### config.mk
export PLATFORM = sky130hd
export DESIGN_NAME = spc_port_config
export DESIGN_NICKNAME = d
export VERILOG_FILES = /design/src/design/spc_port_config.v
export VERILOG_INCLUDE_DIRS = /design/src /design/src/inc
export SDC_FILE = /design/constraint.sdc
export NUM_CORES = 1
export LEC_CHECK = 0
export BUFFER_PORTS_ARGS = -buffer_cell sky130_fd_sc_hd__buf_4
export CELL_PAD_IN_SITES_DETAIL_PLACEMENT = 2
export CELL_PAD_IN_SITES_GLOBAL_PLACEMENT = 2
export CORE_ASPECT_RATIO = 0.8
export CORE_MARGIN = 2
export CORE_UTILIZATION = 36
export DETAILED_ROUTE_END_ITERATION = 12
export HOLD_SLACK_MARGIN = 0.15
export PLACE_DENSITY = 0.82
export SETUP_SLACK_MARGIN = 0.3
export SLEW_MARGIN = 20
export SYNTH_ARGS = -nofsm -noshare
export SYNTH_HDL_FRONTEND = slang
export SYNTH_SLANG_ARGS = --single-unit
### constraint.sdc
create_clock -name clk_i -period 5.14 [get_ports clk_i]
set_input_delay 0.771 -clock clk_i [delete_from_list [all_inputs] [get_ports clk_i]]
set_output_delay 0.771 -clock clk_i [all_outputs]
set_load 0.02 [all_outputs]
### src/inc/spc_regs.vh
`ifndef SPC_REGS_VH
`define SPC_REGS_VH

// APB register byte addresses
`define SPC_ADDR_CMD 8'h00
`define SPC_ADDR_WDATA 8'h04
`define SPC_ADDR_RESP_LO 8'h08
`define SPC_ADDR_RESP_HI 8'h0C
`define SPC_ADDR_STATUS 8'h10
`define SPC_ADDR_CFG 8'h14

// Command register fields
`define SPC_CMD_OFF_MSB 14
`define SPC_CMD_IND_BIT 16
`define SPC_CMD_WR_BIT 17
`define SPC_CMD_LVL_LSB 20
`define SPC_CMD_LVL_MSB 23

// Indirect offset layout and direct offset limit
`define SPC_OFF_PORT_MSB 6
`define SPC_OFF_FUNC_BIT 8
`define SPC_OFF_THERM 15'h0000
`define SPC_OFF_ACCEL 15'h0001
`define SPC_OFF_CONV 15'h0100
`define SPC_DIRECT_MAX 15'h0005

// Resource qualifiers
`define SPC_NAME_STR 64'h4D41_4E41_4745_494F
`define SPC_DATA_SIZE 32'h0000_0004
`define SPC_RD_LEVEL 4'h0
`define SPC_WR_LEVEL 4'h2
`define SPC_TIMEOUT 32'h0000_00B4
`define SPC_DATA_TYPE 32'h0000_0014

// Error codes
`define SPC_ERR_DIR_RD 16'h1340
`define SPC_ERR_DIR_WR 16'h1441
`define SPC_ERR_IND_OFF 16'h1440
`define SPC_ERR_DENIED 16'h1041
`define SPC_ERR_VALUE 16'h1442

// Setting ranges and reset values
`define SPC_LP_MAX 8'h64
`define SPC_ACC_MAX 4'h8
`define SPC_LP_RST 8'h64
`define SPC_ACC_RST 4'h5
`define SPC_CONV_RST 1'b0

`endif
### src/design/spc_port_config.v
`include "spc_regs.vh"

module spc_port_config (
   input wire clk_i,
   input wire rst_i,
   input wire psel_i,
   input wire penable_i,
   input wire pwrite_i,
   input wire [7:0] paddr_i,
   input wire [31:0] pwdata_i,
   output reg pready_o,
   output reg [31:0] prdata_o,
   output reg pslverr_o,
   output reg [7:0] therm_lp_o,
   output reg [3:0] accel_setup_o,
   output reg alt_char_en_o
);

   // One wait state: request taken in first access cycle, pready next
   wire acc = psel_i & penable_i & ~pready_o;
   wire wr_acc = acc & pwrite_i;

   reg [31:0] cmd_r;
   reg [31:0] wdata_r;
   reg [63:0] resp_r;
   reg done_r;
   reg err_r;
   reg [15:0] code_r;

   reg [63:0] resp_nxt;
   reg err_nxt;
   reg [15:0] code_nxt;
   reg [7:0] lp_nxt;
   reg [3:0] acc_nxt;
   reg conv_nxt;

   wire [14:0] off = pwdata_i[`SPC_CMD_OFF_MSB:0];
   wire ind = pwdata_i[`SPC_CMD_IND_BIT];
   wire wr = pwdata_i[`SPC_CMD_WR_BIT];
   wire [3:0] lvl = pwdata_i[`SPC_CMD_LVL_MSB:`SPC_CMD_LVL_LSB];
   wire [7:0] b0 = wdata_r[31:24];
   wire [7:0] b1 = wdata_r[23:16];
   wire [7:0] b2 = wdata_r[15:8];
   wire [7:0] b3 = wdata_r[7:0];

   // Qualifier by direct offset; offset already range checked
   function [63:0] qual_val;
      input [2:0] sel;
      begin
         case (sel)
            3'd0: qual_val = `SPC_NAME_STR;
            3'd1: qual_val = {32'h0000_0000, `SPC_DATA_SIZE};
            3'd2: qual_val = {60'h0, `SPC_RD_LEVEL};
            3'd3: qual_val = {60'h0, `SPC_WR_LEVEL};
            3'd4: qual_val = {32'h0000_0000, `SPC_TIMEOUT};
            3'd5: qual_val = {32'h0000_0000, `SPC_DATA_TYPE};
            default: qual_val = 64'h0000_0000_0000_0000;
         endcase
      end
   endfunction

   // Offset is one of the three supported indirect targets
   function off_ok;
      input [14:0] o;
      begin
         off_ok = (o == `SPC_OFF_THERM) || (o == `SPC_OFF_ACCEL) ||
                  (o == `SPC_OFF_CONV);
      end
   endfunction

   always @* begin
      resp_nxt = 64'h0000_0000_0000_0000;
      err_nxt = 1'b0;
      code_nxt = 16'h0000;
      lp_nxt = therm_lp_o;
      acc_nxt = accel_setup_o;
      conv_nxt = alt_char_en_o;
      if (!ind) begin
         if (wr) begin
            err_nxt = 1'b1;
            code_nxt = `SPC_ERR_DIR_WR;
         end else if (off > `SPC_DIRECT_MAX) begin
            err_nxt = 1'b1;
            code_nxt = `SPC_ERR_DIR_RD;
         end else begin
            resp_nxt = qual_val(off[2:0]);
         end
      end else if (!off_ok(off)) begin
         err_nxt = 1'b1;
         code_nxt = `SPC_ERR_IND_OFF;
      end else if (!wr) begin
         // Read level is zero, so every level may read
         if (lvl < `SPC_RD_LEVEL) begin
            err_nxt = 1'b1;
            code_nxt = `SPC_ERR_DENIED;
         end else if (off[`SPC_OFF_FUNC_BIT]) begin
            resp_nxt = {56'h0, 7'h0, alt_char_en_o};
         end else if (off[`SPC_OFF_PORT_MSB:0] == 7'd0) begin
            resp_nxt = {32'h0, therm_lp_o, 24'h0};
         end else begin
            resp_nxt = {32'h0, 4'h0, accel_setup_o, 24'h0};
         end
      end else if (lvl < `SPC_WR_LEVEL) begin
         err_nxt = 1'b1;
         code_nxt = `SPC_ERR_DENIED;
      end else if (off[`SPC_OFF_FUNC_BIT]) begin
         // First byte is don't-care for the switch
         if (b1 != 8'h00 || b2 != 8'h00 || b3 > 8'h01) begin
            err_nxt = 1'b1;
            code_nxt = `SPC_ERR_VALUE;
         end else begin
            conv_nxt = b3[0];
         end
      end else if (off[`SPC_OFF_PORT_MSB:0] == 7'd0) begin
         if (b0 == 8'h00 || b0 > `SPC_LP_MAX ||
             wdata_r[23:0] != 24'h00_0000) begin
            err_nxt = 1'b1;
            code_nxt = `SPC_ERR_VALUE;
         end else begin
            lp_nxt = b0;
         end
      end else begin
         if (b0 == 8'h00 || b0 > {4'h0, `SPC_ACC_MAX} ||
             wdata_r[23:0] != 24'h00_0000) begin
            err_nxt = 1'b1;
            code_nxt = `SPC_ERR_VALUE;
         end else begin
            acc_nxt = b0[3:0];
         end
      end
   end

   wire cmd_go = wr_acc && (paddr_i == `SPC_ADDR_CMD);

   always @(posedge clk_i or posedge rst_i) begin
      if (rst_i) begin
         cmd_r <= 32'h0000_0000;
         wdata_r <= 32'h0000_0000;
         resp_r <= 64'h0000_0000_0000_0000;
         done_r <= 1'b0;
         err_r <= 1'b0;
         code_r <= 16'h0000;
         therm_lp_o <= `SPC_LP_RST;
         accel_setup_o <= `SPC_ACC_RST;
         alt_char_en_o <= `SPC_CONV_RST;
      end else begin
         if (wr_acc && paddr_i == `SPC_ADDR_WDATA) begin
            wdata_r <= pwdata_i;
         end
         if (cmd_go) begin
            // Settings move only on an error-free write
            cmd_r <= pwdata_i;
            resp_r <= resp_nxt;
            done_r <= 1'b1;
            err_r <= err_nxt;
            code_r <= code_nxt;
            therm_lp_o <= lp_nxt;
            accel_setup_o <= acc_nxt;
            alt_char_en_o <= conv_nxt;
         end
      end
   end

   // Read mux and unmapped-address decode
   reg [31:0] rd_nxt;
   reg bad_nxt;
   always @* begin
      rd_nxt = 32'h0000_0000;
      bad_nxt = 1'b0;
      case (paddr_i)
         `SPC_ADDR_CMD: rd_nxt = cmd_r;
         `SPC_ADDR_WDATA: rd_nxt = wdata_r;
         `SPC_ADDR_RESP_LO: rd_nxt = resp_r[31:0];
         `SPC_ADDR_RESP_HI: rd_nxt = resp_r[63:32];
         `SPC_ADDR_STATUS: rd_nxt = {code_r, 14'h0, err_r, done_r};
         `SPC_ADDR_CFG: rd_nxt = {19'h0, alt_char_en_o, accel_setup_o,
                                  therm_lp_o};
         default: bad_nxt = 1'b1;
      endcase
      // Read-only registers refuse writes with an error
      if (pwrite_i && (paddr_i != `SPC_ADDR_CMD) &&
          (paddr_i != `SPC_ADDR_WDATA)) begin
         bad_nxt = 1'b1;
      end
   end

   always @(posedge clk_i or posedge rst_i) begin
      if (rst_i) begin
         pready_o <= 1'b0;
         prdata_o <= 32'h0000_0000;
         pslverr_o <= 1'b0;
      end else begin
         pready_o <= acc;
         pslverr_o <= acc & bad_nxt;
         if (acc && !pwrite_i) begin
            prdata_o <= rd_nxt;
         end else begin
            prdata_o <= 32'h0000_0000;
         end
      end
   end

endmodule // spc_port_config

==> impl_metrics.toml <==
[outcome]
outcome = "completed"

[pwr]
power_density_nw_per_um2 = 328
power_mw = 2.31
vdd_drop_max_v = 0.000234
p_leak_nw = 3.40

[synth]
synth_cell_types = 47
synth_edf_count = 0
synthCells = 509
syn_area_um2 = 5610
yosysTopAreaCell = "dfrtp_1"
async_flop_share_pct = 100
yosysWarningCount = 0
synthTopCellsByArea = "dfrtp_1 (56%), mux2_2 (9.8%), nand2_1 (8.9%)"
ys_seq_area_share_pct = 58.6
syn_area_per_cell_um2 = 11.0
synthFlopType = "dfrtp_1"
synth-seq-cells = 131
synth_top_area_share_pct = 56.2
syn-num-nets = 554

[clocking]
hold_buffers = 0
clk_latency_ns = 0.43
clock-sinks = 131
clk_path_buf_depth = 2
clockRootBuffer = "clkbuf_16"
cts_inserted_buffers = 17
path_clk_slew_ns = 0.06
htreeDepth = 4
cts_setup_buffers = 0
cts_tree = "built"
ctsResizeCount = 0

[setup_path]
path_cells = "buf_4 > nor3_1 > nand4_1 > o32ai_2 > and3_1 > and2b_1 > a221o_1"
crit_start = "pwdata_i[4]"
reg2reg_depth = 5
worstPathRequired_ns = 5.50
critPathMaxFanout = 5
worst-path-buf-inv = 1
r2r-end = "resp_r[30]"
path_delay_family = "simple AND/OR/NAND/NOR gates"
r2r_slack_ns = 2.67
cp.arrival_ns = 3.09
critPathMaxStageDelay_ns = 0.59
crit_type = "primary input to flip-flop"
slowest_stage = "nor3_1"
endpoint = "resp_r[30]"
worstSetupEndpointType = "flip-flop"
critPathLaunchType = "primary input"
crit_cells = 7
r2r-start = "pready_o"

[layout]
diodes = 0
final_area_um2 = 7060
fin_nets = 641
final_cell_mix = "nand2_1 (133), dfrtp_1 (126), buf_4 (98)"
final_common_cell = "nand2_1"
layout-drive-gt1-share_pct = 32.5
area_growth_pct = 25.8
stdcell_count = 819

[route]
drc = 0
dr.pass1.iters = 6
wl_per_cell_um = 24.4
via_per_inst = 5.71
ant_nets = 0
num_vias = 4680
first_iter_violations = 321
drt-total-wl_um = 20000

[flow_run]
maxCapViolCount = 0

[global_routing]
groute.usage.overall_pct = 25.3
antenna_found_initial = 0
grt_pass1_wl_um = 30700
grt_pass1_vias = 5015
grt_max_degree = 63
grt-ovfl-total = 0

[sta]
fin_skew_ns = 0.00935
setup_tns_ns = 0
whs_ns = 0.303
slew_violations = 0
final-hold-violation-count = 0
fmax_mhz = 366
finalCritPeriodShare_pct = 53.2
maxSlewHeadroom_pct = 39.1
period_minus_slack_ns = 2.73
tightestPinTransition_ns = 0.911
rsz0062_at_grt = "no"
setup_viol = 0

[place]
portBuffers = 91
dp.cells = 787
place_area_um2 = 6490
hpwl_um = 13200
place.gp.congestion = 0.823

[floorplanning]
ios = 92
core.rowCount = 40
dieArea_um2 = 16600
start_util_pct = 37.1
core_um2 = 15100
die_h_um = 116
die_w_um = 144

[min_path]
holdCritPathClass = "primary input to async pin"
## cell families (layout without fill, tap and decap cells)
kind of cell / count (synthesis) / after routing / share of synthesized area [%]
simple gates: 206 / 206 / 16.8
flops: 131 / 131 / 58.6
compound gates: 90 / 90 / 12.0
mux: 49 / 49 / 9.84
buf+inv: 31 / 131 / 2.39
fa+ha+maj: 1 / 1 / 0.179
xor+xnor: 1 / 1 / 0.156
## report_power, final
part | total, mW | leakage (nW) | internal [mW] | switching [mW]
clock | 1.16 | 0.278 | 0.695 | 0.467
combinational | 0.103 | 1.32 | 0.0374 | 0.0659
sequential | 1.05 | 1.81 | 1.04 | 0.00750
## metrics by stage
stage | setup WS [ns] | util (%)
floorplan | 0.880 | -
global placement | 2.04 | 43.0
detailed placement | 2.00 | 43.0
CTS | 2.42 | 46.6
global route | 2.31 | 46.7
finish | 2.41 | 46.7
## synthesized netlist by cell type (all sizes together) (8+ instances only)
master	n
mux2	49
nor2	22
a21oi	10
a22oi	30
nor3	11
nor4	11
clkbuf	22
a222oi	8
buf	8
dfrtp	126
nand2	134
a31oi	16
## sequential cells by signal, indices dropped and copies added, names as in the netlist
register       cells
pready_o           1
pslverr_o          1
wdata_r           32
resp_r            14
therm_lp_o         8
cmd_r             32
alt_char_en_o      1
prdata_o          32
done_r             1
accel_setup_o      4
code_r             5
## worst min-delay path by stage
stage	to	slack, ns	cells past startpoint
floorplan	done_r	0.44	1
global placement	done_r	0.45	1
detailed placement	done_r	0.46	1
CTS	wdata_r[1]	0.31	2
global route	wdata_r[8]	0.31	2
finish	prdata_o[4]	0.30	2
## routing by layer
| metal | vias to the layer above | wire length [um] | track usage (%) |
|---|---|---|---|
| li1 | 2009 | - | - |
| met1 | 2463 | 9050 | 34.4 |
| met2 | 181 | 9490 | 40.3 |
| met3 | 27 | 1100 | 6.32 |
| met4 | 0 | 335 | 7.39 |
| met5 | - | 0 | 0 |
## final cells by class
class / instances / area (um^2)
Timing Repair Buffer: 98 / 736
Fill cell: 1551 / 8060
Sequential cell: 131 / 3280
Multi-Input combinational cell: 347 / 2210
Clock buffer: 21 / 470
Inverter: 1 / 6.26
Clock inverter: 11 / 85.1
Tap cell: 210 / 263
Power figures use the tool's default switching activity.
